<file path="src/include/gatoc_pkg.sv">
// Constants and types for the remote-interface configuration block.
// Assumes a 50 MHz system clock and a synchronous active-low reset.
// ----------------------------------------------------------------------
// ----------------------------------------------------------------------
package gatoc_pkg;
  localparam int CLK_HZ = 50000000;
  localparam int FLASH_MS = 500;
  localparam int FLASH_CYC = (CLK_HZ / 1000) * FLASH_MS;
  localparam int ADDR_W = 5;
  localparam int FUNC_W = 8;
  localparam logic [FUNC_W-1:0] FUNC_POWER = 8'h01;
  localparam logic [FUNC_W-1:0] FUNC_STANDBY = 8'h02;
  localparam logic [FUNC_W-1:0] FUNC_TRIG_LEVEL = 8'h04;
  localparam logic [FUNC_W-1:0] FUNC_LOCAL_ONLY = FUNC_POWER | FUNC_STANDBY | FUNC_TRIG_LEVEL;
  localparam logic [ADDR_W-1:0] ADDR_RESET = 5'h00;
  localparam logic [3:0] TENS_MAX = 4'h3;
  localparam logic [ADDR_W-1:0] TEN = 5'h0A;

  typedef enum logic [1:0] {
    GATOC_KEY_IDLE = 2'b00,
    GATOC_KEY_RECALL = 2'b01,
    GATOC_KEY_SHOW = 2'b11
  } gatoc_key_e;
endpackage : gatoc_pkg

</file>
<file path="src/include/gatoc_sw_if.sv">
// Switch bundle passed from the synchroniser to the control logic.
// Assumes one clock domain.
`timescale 1ns/1ns
interface gatoc_sw_if;
  logic [4:0] addr;
  logic talk_only;
  modport src (output addr, output talk_only);
  modport dst (input addr, input talk_only);
endinterface : gatoc_sw_if

</file>
<file path="src/verilog/gatoc_sync.sv">
// Two-flop synchroniser for the rear-panel switches.
// Assumes raw switch levels are asynchronous to clock_in.
`timescale 1ns/1ns
module gatoc_sync (
  // Clock and reset
  input wire logic clock_in,
  input wire logic reset_n_in,
  // Raw switches
  input wire logic [4:0] sw_addr_in,
  input wire logic sw_talk_only_in,
  // Synchronised switches
  gatoc_sw_if.src sw
);
  import gatoc_pkg::*;
  typedef struct packed {
    logic [5:0] s1;
    logic [5:0] s2;
  } gatoc_sync_s;
  gatoc_sync_s st_ff;
  gatoc_sync_s nxt_st;

  always_comb begin
    nxt_st.s1 = {sw_talk_only_in, sw_addr_in};
    nxt_st.s2 = st_ff.s1;
  end

  always_ff @(posedge clock_in) begin
    if (!reset_n_in) begin
      st_ff <= '0;
    end else begin
      st_ff <= nxt_st;
    end
  end

  assign sw.addr = st_ff.s2[4:0];
  assign sw.talk_only = st_ff.s2[5];
endmodule : gatoc_sync

</file>
<file path="src/verilog/gatoc_top.sv">
// Remote-interface configuration: address, talk-only, address display, indicators.
// Assumes key inputs are one-cycle pulses from a same-clock keypad decoder.
`timescale 1ns/1ns
module gatoc_top (
  // Clock and reset
  input wire logic clock_in,
  input wire logic reset_n_in,
  // Rear-panel switches (asynchronous)
  input wire logic address_switch_bit_low_in,
  input wire logic [2:0] address_switch_mid_in,
  input wire logic address_switch_bit_high_in,
  input wire logic talk_only_switch_in,
  // Front-panel keys, one-cycle pulses; lamp test is a level, indicators lit while it is high
  input wire logic key_recall_in,
  input wire logic key_local_in,
  input wire logic key_continue_in,
  input wire logic key_other_in,
  input wire logic lamp_test_in,
  // Interface status from bus logic
  input wire logic remote_state_in,
  input wire logic addressed_state_in,
  input wire logic srq_state_in,
  // Remote function request
  input wire logic [gatoc_pkg::FUNC_W-1:0] remote_func_req_in,
  // Outputs
  output logic [gatoc_pkg::ADDR_W-1:0] bus_address_out,
  output logic addressed_mode_out,
  output logic talk_only_mode_out,
  output logic [gatoc_pkg::FUNC_W-1:0] remote_func_grant_out,
  output logic addr_display_out,
  output logic [3:0] disp_tens_out,
  output logic [3:0] disp_units_out,
  output logic remote_indicator_out,
  output logic addressed_indicator_out,
  output logic srq_indicator_out
);
  import gatoc_pkg::*;

  typedef struct packed {
    gatoc_key_e key;
    logic [ADDR_W-1:0] addr;
    logic talk_only;
    logic addressed;
    logic show;
    logic [FUNC_W-1:0] grant;
    logic [3:0] tens;
    logic [3:0] units;
    logic [1:0] flash_ph;
    logic [31:0] flash_cnt;
    logic ind_rem;
    logic ind_addr;
    logic ind_srq;
  } gatoc_top_s;

  gatoc_top_s st_ff;
  gatoc_top_s nxt_st;

  gatoc_sw_if sw ();

  gatoc_sync u_sync (
    .clock_in(clock_in),
    .reset_n_in(reset_n_in),
    .sw_addr_in({address_switch_bit_high_in, address_switch_mid_in, address_switch_bit_low_in}),
    .sw_talk_only_in(talk_only_switch_in),
    .sw(sw.src)
  );

  logic flashing;
  logic [ADDR_W-1:0] live_addr;
  logic [ADDR_W-1:0] remote_indicator;

  // --------------------------------------------------------------------
  // Next-state logic
  // --------------------------------------------------------------------
  always_comb begin
    nxt_st = st_ff;
    flashing = (st_ff.flash_ph != 2'b00);
    live_addr = sw.addr;
    remote_indicator = live_addr;
    nxt_st.addr = sw.talk_only ? ADDR_RESET : live_addr;
    nxt_st.talk_only = sw.talk_only;
    nxt_st.addressed = ~sw.talk_only;
    nxt_st.grant = remote_func_req_in & ~FUNC_LOCAL_ONLY;

    unique case (st_ff.key)
      GATOC_KEY_IDLE: begin
        if (key_recall_in) begin
          nxt_st.key = GATOC_KEY_RECALL;
        end
      end
      GATOC_KEY_RECALL: begin
        if (key_local_in) begin
          nxt_st.key = GATOC_KEY_SHOW;
          nxt_st.tens = 4'h0;
          for (int i = 0; i < 3; i++) begin
            if (remote_indicator >= TEN) begin
              remote_indicator = remote_indicator - TEN;
              nxt_st.tens = nxt_st.tens + 4'h1;
            end
          end
          nxt_st.units = {1'b0, remote_indicator[2:0]} + {remote_indicator[3], 3'b000};
        end else if (key_recall_in) begin
          nxt_st.key = GATOC_KEY_RECALL;
        end else if (key_continue_in || key_other_in) begin
          nxt_st.key = GATOC_KEY_IDLE;
        end
      end
      GATOC_KEY_SHOW: begin
        if (key_continue_in) begin
          nxt_st.key = GATOC_KEY_IDLE;
        end else if (key_recall_in) begin
          nxt_st.key = GATOC_KEY_RECALL;
        end
      end
      default: begin
        nxt_st.key = GATOC_KEY_IDLE;
      end
    endcase
    nxt_st.show = (nxt_st.key == GATOC_KEY_SHOW);

    if (flashing) begin
      if (st_ff.flash_cnt == 32'(FLASH_CYC - 1)) begin
        nxt_st.flash_cnt = '0;
        nxt_st.flash_ph = (st_ff.flash_ph == 2'b01) ? 2'b10 : 2'b00;
      end else begin
        nxt_st.flash_cnt = st_ff.flash_cnt + 32'd1;
      end
    end

    if (lamp_test_in) begin
      nxt_st.ind_rem = 1'b1;
      nxt_st.ind_addr = 1'b1;
      nxt_st.ind_srq = 1'b1;
    end else if (flashing) begin
      nxt_st.ind_rem = (st_ff.flash_ph == 2'b01);
      nxt_st.ind_addr = (st_ff.flash_ph == 2'b01);
      nxt_st.ind_srq = (st_ff.flash_ph == 2'b01);
    end else begin
      nxt_st.ind_rem = remote_state_in;
      nxt_st.ind_addr = addressed_state_in & ~st_ff.talk_only;
      nxt_st.ind_srq = srq_state_in;
    end
  end

  // --------------------------------------------------------------------
  // State register
  // --------------------------------------------------------------------
  always_ff @(posedge clock_in) begin
    if (!reset_n_in) begin
      st_ff.key <= GATOC_KEY_IDLE;
      st_ff.addr <= ADDR_RESET;
      st_ff.talk_only <= 1'b0;
      st_ff.addressed <= 1'b1;
      st_ff.show <= 1'b0;
      st_ff.grant <= '0;
      st_ff.tens <= 4'h0;
      st_ff.units <= 4'h0;
      st_ff.flash_ph <= 2'b01;
      st_ff.flash_cnt <= '0;
      st_ff.ind_rem <= 1'b0;
      st_ff.ind_addr <= 1'b0;
      st_ff.ind_srq <= 1'b0;
    end else begin
      st_ff <= nxt_st;
    end
  end

  assign bus_address_out = st_ff.addr;
  assign addressed_mode_out = st_ff.addressed;
  assign talk_only_mode_out = st_ff.talk_only;
  assign remote_func_grant_out = st_ff.grant;
  assign addr_display_out = st_ff.show;
  assign disp_tens_out = st_ff.tens;
  assign disp_units_out = st_ff.units;
  assign remote_indicator_out = st_ff.ind_rem;
  assign addressed_indicator_out = st_ff.ind_addr;
  assign srq_indicator_out = st_ff.ind_srq;

  // --------------------------------------------------------------------
  // Assertions
  // --------------------------------------------------------------------
  a_func_local_only: assert property (@(posedge clock_in) disable iff (!reset_n_in)
    (remote_func_grant_out & FUNC_LOCAL_ONLY) == '0) else $error("local-only function granted");
  a_addr_follow_sw: assert property (@(posedge clock_in) disable iff (!reset_n_in)
    !sw.talk_only |=> bus_address_out == $past(sw.addr))
    else $error("address not from switches");
  a_disp_show: assert property (@(posedge clock_in) disable iff (!reset_n_in)
    st_ff.key == GATOC_KEY_RECALL && key_local_in |=> addr_display_out) else $error("display not entered");
  a_disp_frozen: assert property (@(posedge clock_in) disable iff (!reset_n_in)
    addr_display_out && $past(addr_display_out) |-> $stable(disp_tens_out) && $stable(disp_units_out))
    else $error("shown address changed");
  a_disp_value: assert property (@(posedge clock_in) disable iff (!reset_n_in)
    st_ff.key == GATOC_KEY_RECALL && key_local_in |=>
    (disp_tens_out * 10 + disp_units_out) == $past(sw.addr)) else $error("decimal value wrong");
  a_cont_exit: assert property (@(posedge clock_in) disable iff (!reset_n_in)
    addr_display_out && key_continue_in |=> !addr_display_out) else $error("continue ignored");
  a_mode_addr: assert property (@(posedge clock_in) disable iff (!reset_n_in)
    addressed_mode_out != talk_only_mode_out) else $error("mode outputs inconsistent");
  a_talk_ignore: assert property (@(posedge clock_in) disable iff (!reset_n_in)
    talk_only_mode_out |-> bus_address_out == ADDR_RESET)
    else $error("talk-only uses address");
  a_talk_no_ind: assert property (@(posedge clock_in) disable iff (!reset_n_in)
    st_ff.talk_only && !lamp_test_in && st_ff.flash_ph == 2'b00 |=> !addressed_indicator_out)
    else $error("addressed indicator in talk-only");
  a_lamp_steady: assert property (@(posedge clock_in) disable iff (!reset_n_in)
    lamp_test_in |=> remote_indicator_out && addressed_indicator_out && srq_indicator_out)
    else $error("lamp test indicators not lit");
  a_flash_once: assert property (@(posedge clock_in) disable iff (!reset_n_in)
    st_ff.flash_ph == 2'b00 |=> st_ff.flash_ph == 2'b00) else $error("flash restarted");
  a_flash_order: assert property (@(posedge clock_in) disable iff (!reset_n_in)
    st_ff.flash_ph == 2'b10 |=> st_ff.flash_ph != 2'b01) else $error("flash phase repeated");
endmodule : gatoc_top

</file>
<file path="config.mk">
export PLATFORM = sky130hd
export DESIGN_NAME = gatoc_top
export DESIGN_NICKNAME = d
export VERILOG_FILES = /design/src/include/gatoc_pkg.sv /design/src/include/gatoc_sw_if.sv /design/src/verilog/gatoc_sync.sv /design/src/verilog/gatoc_top.sv
export SDC_FILE = /design/constraint.sdc
export NUM_CORES = 1
export LEC_CHECK = 0
export BUFFER_PORTS_ARGS = -buffer_cell sky130_fd_sc_hd__buf_2
export CORE_AREA = 8 8 87 89
export DETAILED_ROUTE_END_ITERATION = 7
export DIE_AREA = 0 0 95 97
export GPL_ROUTABILITY_DRIVEN = 0
export PLACE_DENSITY = 0.78
export SETUP_SLACK_MARGIN = 0.2
export SKIP_LAST_GASP = 1
export SYNTH_ARGS = -nofsm -noshare
export SYNTH_HDL_FRONTEND = slang
export SYNTH_SLANG_ARGS = --single-unit
export TNS_END_PERCENT = 20
</file>
<file path="constraint.sdc">
create_clock -name clock_in -period 3.55 [get_ports clock_in]
set_input_delay 0 -clock clock_in [delete_from_list [all_inputs] [get_ports clock_in]]
set_output_delay 0 -clock clock_in [all_outputs]
set_load 0.01 [all_outputs]
</file>
## After elaboration in Yosys (flattened, before gate mapping)

Index checks and enable logic that the tools add are counted.

- Output and inout bits: 27
- Register bits after elaboration: 75
- Word-level logic and storage cells: 67

- Reductions and logical operators: 6
- Bitwise logic cells: 4
- $lt $le $gt $ge: 3
- Equal/unequal tests: 5
- Muxes and demuxes: 26
- Add/sub/neg operators: 7

Operator list:

| kind | number |
|---|---|
| $mux W4 | 9 |
| $add A32 B1 Y32 const B | 1 |
| $eq A32 B25 Y1 const B | 1 |
| $mux W32 | 1 |
| $mux W5 | 6 |
| $ge A5 B4 Y1 const B | 3 |
| $mux W2 | 6 |
| $sub A5 B4 Y5 const B | 2 |
| $add A4 B1 Y4 const B | 2 |
| $mux W3 | 2 |
| $pmux W2 S3 | 1 |
| $add A3 B4 Y4 | 1 |
| $eq A2 B1 Y1 const B | 2 |
| $eq A2 B2 Y1 const B | 2 |
| $reduce_and A2 Y1 | 2 |
| $sub A4 B4 Y4 const B | 1 |
| $not A1 Y1 | 3 |
| $logic_not A2 Y1 | 1 |
| $reduce_bool A2 Y1 | 1 |
| $reduce_or A2 Y1 | 1 |
| $and A1 B1 Y1 | 1 |
| $logic_or A1 B1 Y1 | 1 |
| $mux W1 | 1 |

## Depth between registers and ports, before layout

- Depth in word-level cells: 13
- Depth in mapped cells: 14
- Gate-level depth less buffers: 12

## Modules after synthesis

Synthesis repeated with hierarchy kept, for this count alone.

- Cells, all modules: 384
- Area total of the unflattened synthesis: 3365.7 µm²

By module, submodules not included:

| module | times used | area an instance (µm²) | seq. area each (µm²) | cells an instance |
|---|---|---|---|---|
| gatoc_top | 1 | 3029.2 | 1181.1 | 359 |
| gatoc_sync | 1 | 336.6 | 240.2 | 25 |

## Worst setup path before layout

OpenSTA, ideal clock, no wires.

- Path kind: flip-flop to flip-flop
- Start point: reg u_sync.st_ff, in the netlist u_sync.sw.addr[1]
- End point: reg st_ff, in the netlist disp_tens_out[1]
- Slack: 0.952 ns
- Arrival time: 2.481 ns
- Stages on the path, launching flop included: 12
- Buffers on the path: 2
- Cells stage by stage: dfxtp_1 -> buf_2 -> inv_1 -> ha_1 -> buf_2 -> and3b_1 -> o41ai_1 -> o2111a_1 -> ha_1 -> nand2_1 -> o21a_2 -> o211a_1

- Cells in the longest elaborated chain, start to end: 10
- Elaborated cells on any way between the ends: 20
- Classes of those cells: add/sub (4); order compare (3); mux (13)

RTL lines:

| item | line | RTL |
|---|---|---|
| start, declared | gatoc_sync.sv:19 | `gatoc_sync_s st_ff;` |
| start signal, assigned | gatoc_sync.sv:31 | `st_ff <= nxt_st;` |
| $sub A5 B4 Y5 or $ge A5 B4 Y1 (tied branches) | gatoc_top.sv:97, gatoc_top.sv:96 |  |
| $mux W5 or $mux W1 (tied branches) | gatoc_top.sv:96 | `if (remote_indicator >= TEN) begin` |
| $mux W5 or $mux W4 (tied branches) | gatoc_top.sv:92 | `if (key_local_in) begin` |
| $mux W5 or $mux W4 (tied branches) | gatoc_top.sv:85 | `unique case (st_ff.key)` |
| $sub A5 B4 Y5, or another cell as far along | gatoc_top.sv:97 | `remote_indicator = remote_indicator - TEN;` |
| $mux W5 or $mux W4 (tied branches) | gatoc_top.sv:96 |  |
| $mux W5 or $mux W4 (tied branches) | gatoc_top.sv:92 |  |
| $mux W5 or $mux W4 (tied branches) | gatoc_top.sv:85 |  |
| $ge A5 B4 Y1 or $add A4 B1 Y4 (tied branches) | gatoc_top.sv:96, gatoc_top.sv:98 |  |
| $mux W4 (*) | gatoc_top.sv:96 |  |
| end signal, assigned | gatoc_top.sv:164 | `st_ff <= nxt_st;` |
| end, declared | gatoc_top.sv:55 | `gatoc_top_s st_ff;` |

Every way passes the cells marked *; elsewhere a longest branch is shown, timed or not. The select of a mux whose other input is x is not followed.
A chain may end at the register's enable or synchronous reset.

## Worst setup path after layout

- Start point: reg u_sync.st_ff, in the netlist u_sync.sw.addr[2]
- End point: reg st_ff, in the netlist disp_tens_out[1]

The elaborated chain is that of the path after synthesis.

==> results_dict.tcl <==
set metrics [dict create \
    r2r_cells 10 \
    synth_area_leader_cell "dfxtp_1" \
    portBuffers 43 \
    synth_top_area_share_pct 41.6 \
    fp.dieArea_um2 9220 \
    grt_first_pass_wirelength_mm 12.3 \
    arrival_ns 3.29 \
    synth-simple-area-share_pct 29.3 \
    fin_tns_setup_ns 0 \
    reg2reg_slack_ns 0.50 \
    crit_path_start_kind "flip-flop" \
    drive_gt1_share_pct 17.4 \
    antenna_left 0 \
    critPathCaptureType "flip-flop" \
    crit_path_end "disp_tens_out[1]" \
    insertion_delay_ns 0.35 \
    io_pins 51 \
    synthTopCellsByArea "dfxtp_1, nor2_1, xor2_1, buf_4, and2_1" \
    htree_levels 3 \
    synth_xor_area_share_pct 6.91 \
    drtPass1Iterations 4 \
    vias_per_cell 5.40 \
    start_util_pct 55.1 \
    slew_violations 0 \
    rsz0062_at_grt "false" \
    cp_max_fo 17 \
    ctsLongestPathBuffers 2 \
    fin_skew_ns 0.0128 \
    multi_input_area_um2 1730 \
    fmax_mhz 328 \
    setup_slack_ns 0.499 \
    status "completed" \
    diodes 0 \
    synth-seq-cells 71 \
    powerDensity_nw_per_um2 437 \
    root_buffer "clkbuf_8" \
    vdd_drop_max_v 0.000332 \
    r2r_start "u_sync.sw.addr[2]" \
    setup_viol 0 \
    cts_tree "done" \
    dr.first_iter.drc_count 122 \
    synth_area_um2 3420 \
    wl_mm 7.47 \
    coreArea_um2 6200 \
    grt_max_degree 29 \
    vias 2801 \
    synth-compound-area-share_pct 11.2 \
    dp_hpwl_mm 5.01 \
    syn_area_per_cell_um2 8.59 \
    antenna_found_initial 0 \
    row_count 29 \
    cts.clk_slew.worst_paths_ns 0.08 \
    globalRouteOverflowTotal 0 \
    use_met2_pct 28.5 \
    seq_area_frac_synth_pct 41.6 \
    worst_pin_slew_ns 0.817 \
    startpoint "u_sync.sw.addr[2]" \
    yosysMostFrequentCell "dfxtp_1" \
    ys.flop_type "dfxtp_1" \
    cts_made_buffers 9 \
    crit_type "flip-flop to flip-flop" \
    yosys.area_share.adder_pct 2.19 \
    cts_sinks 71 \
    relSlewSlack_pct 45.4 \
    die_y_um 97 \
    num-nets-final 467 \
    regArea_um2 1420 \
    ys_types 61 \
    grt_pass1_vias 2631 \
    gr-usage-met1_pct 18.5 \
    p_leak_nw 1.59 \
    grt-busiest-layer "met2" \
    routedWlPerCell_um 14.4 \
    min-delay-start "addressed_state_in" \
    areaGrowthSynthToFinish_pct 14.8 \
    post-cts-setup-buffers 0 \
    yosys-top-cells-count "dfxtp_1, nor2_1, nand2_1" \
    max_cap_viol_count 0 \
    synth_cells 398 \
    async_flop_share_pct 0 \
    use_met3_pct 4.71 \
    drc 0 \
    cp.required_ns 3.79 \
    hold_violations 0 \
    pre_cts_ws_ns 0.489 \
    num-fill-cells 513 \
    yosysWarningCount 0 \
    period_share_pct 85.9 \
    rr_endpoint "disp_tens_out[1]" \
    synth_top_family_by_area "simple AND/OR/NAND/NOR gates" \
    die_x_um 95 \
    synth-edff-count 0 \
    grt_usage_pct 16.6 \
    hp-class "input pin to flip-flop" \
    period_minus_slack_ns 3.05 \
    synth_mux_area_share_pct 0.293 \
]
[flip-flops by register name, indices dropped and copies added, names as in the netlist, 3 cells and up]
register               count
st_ff                     36
u_sync.nxt_st              6
bus_address_out            5
remote_func_grant_out      5
u_sync.sw.addr             5
disp_units_out             4
disp_tens_out              3
[stage by stage]
| step | hold WS (ns) | cell area (um2) | utilization, % | instances | power [W] |
|---|---|---|---|---|---|
| 6_report | 0.0699 | 3930 | 63.3 | 519 | 0.00172 |
| 5_1_grt | 0.0754 | 3930 | 63.3 | 519 | 0.00179 |
| 4_1_cts | 0.0341 | 3930 | 63.3 | 519 | 0.00173 |
| 3_5_place_dp | 0.208 | 3520 | 56.8 | 486 | 0.000987 |
| 3_3_place_gp | 0.204 | 3520 | 56.8 | 486 | 0.000981 |
| 2_1_floorplan | 0.117 | 3430 | - | 401 | 0.000957 |
[cells by family after synthesis]
logic type               Yosys count
adder cells (fa/ha/maj)            6
AND/OR/NAND/NOR                  186
other                              1
multiplexers                       1
AO/OA/AOI/OAI                     55
flip-flops                        71
buffers and inverters             51
XOR/XNOR                          27
[layout make-up]
class	instances	share of cell area [%]
inverters	15	1.47
multi-input cells	279	44.0
flip-flops and latches	71	36.2
repair buffers	61	10.0
clock buffers	10	3.51
well taps	77	2.45
clock inverters	6	2.36
[critical path: stages (launching register included)]
cell and delay, ns:
dfxtp_1 0.54, inv_1 0.15, ha_1 0.40, and3b_1 0.29, a311oi_1 0.29, o21ai_1 0.22
nand2_1 0.17, ha_1 0.26, nand2_1 0.15, o21a_2 0.25, o211a_1 0.22
[power breakdown]
group	internal, W	total [W]	switching [W]
clock	0.000418	0.000729	0.000311
sequential	0.000817	0.000833	0.0000164
combinational	0.0000681	0.000154	0.0000863
[how the worst min path moves through the flow]
| stage | end | slack [ns] | cells after the start |
|---|---|---|---|
| 6_report | addressed_indicator_out | 0.07 | 5 |
| 5_1_grt | st_ff[35] | 0.08 | 2 |
| 4_1_cts | addressed_indicator_out | 0.03 | 5 |
| 3_5_place_dp | remote_func_grant_out[6] | 0.21 | 2 |
| 3_3_place_gp | remote_func_grant_out[7] | 0.20 | 2 |
| 2_1_floorplan | st_ff[61] | 0.12 | 2 |
[metal layers]
layer	up-vias	part of all wire (%)
li1	1425	-
met2	74	52
met1	1290	42
met5	-	0
met4	0	1.7
met3	12	4.9
[layout by cell type, fill, tap and decap left out, drive strengths merged, types with 3 or more instances in the layout]
cell type / n
conb: 4
clkinvlp: 3
dfxtp: 71
xnor2: 7
a21oi: 12
or2: 3
nor4: 5
nand2b: 7
and3: 4
nor2b: 5
ha: 6
nand4: 10
a211oi: 3
or3: 6
o21ai: 15
nor3: 12
xor2: 20
and2: 19
and4: 5
nand3: 20
clkbuf: 10
nand2: 27
inv: 15
o211ai: 6
buf: 44
dlygate4sd3: 17
nor2: 55
[repair_timing]
action,4_1_cts,5_1_grt
hold buffers,17,0
setup endpoints to repair,0,1
gates resized for setup,0,1
endpoints found under the hold margin,15,0
(Power assumes the default switching activity.)
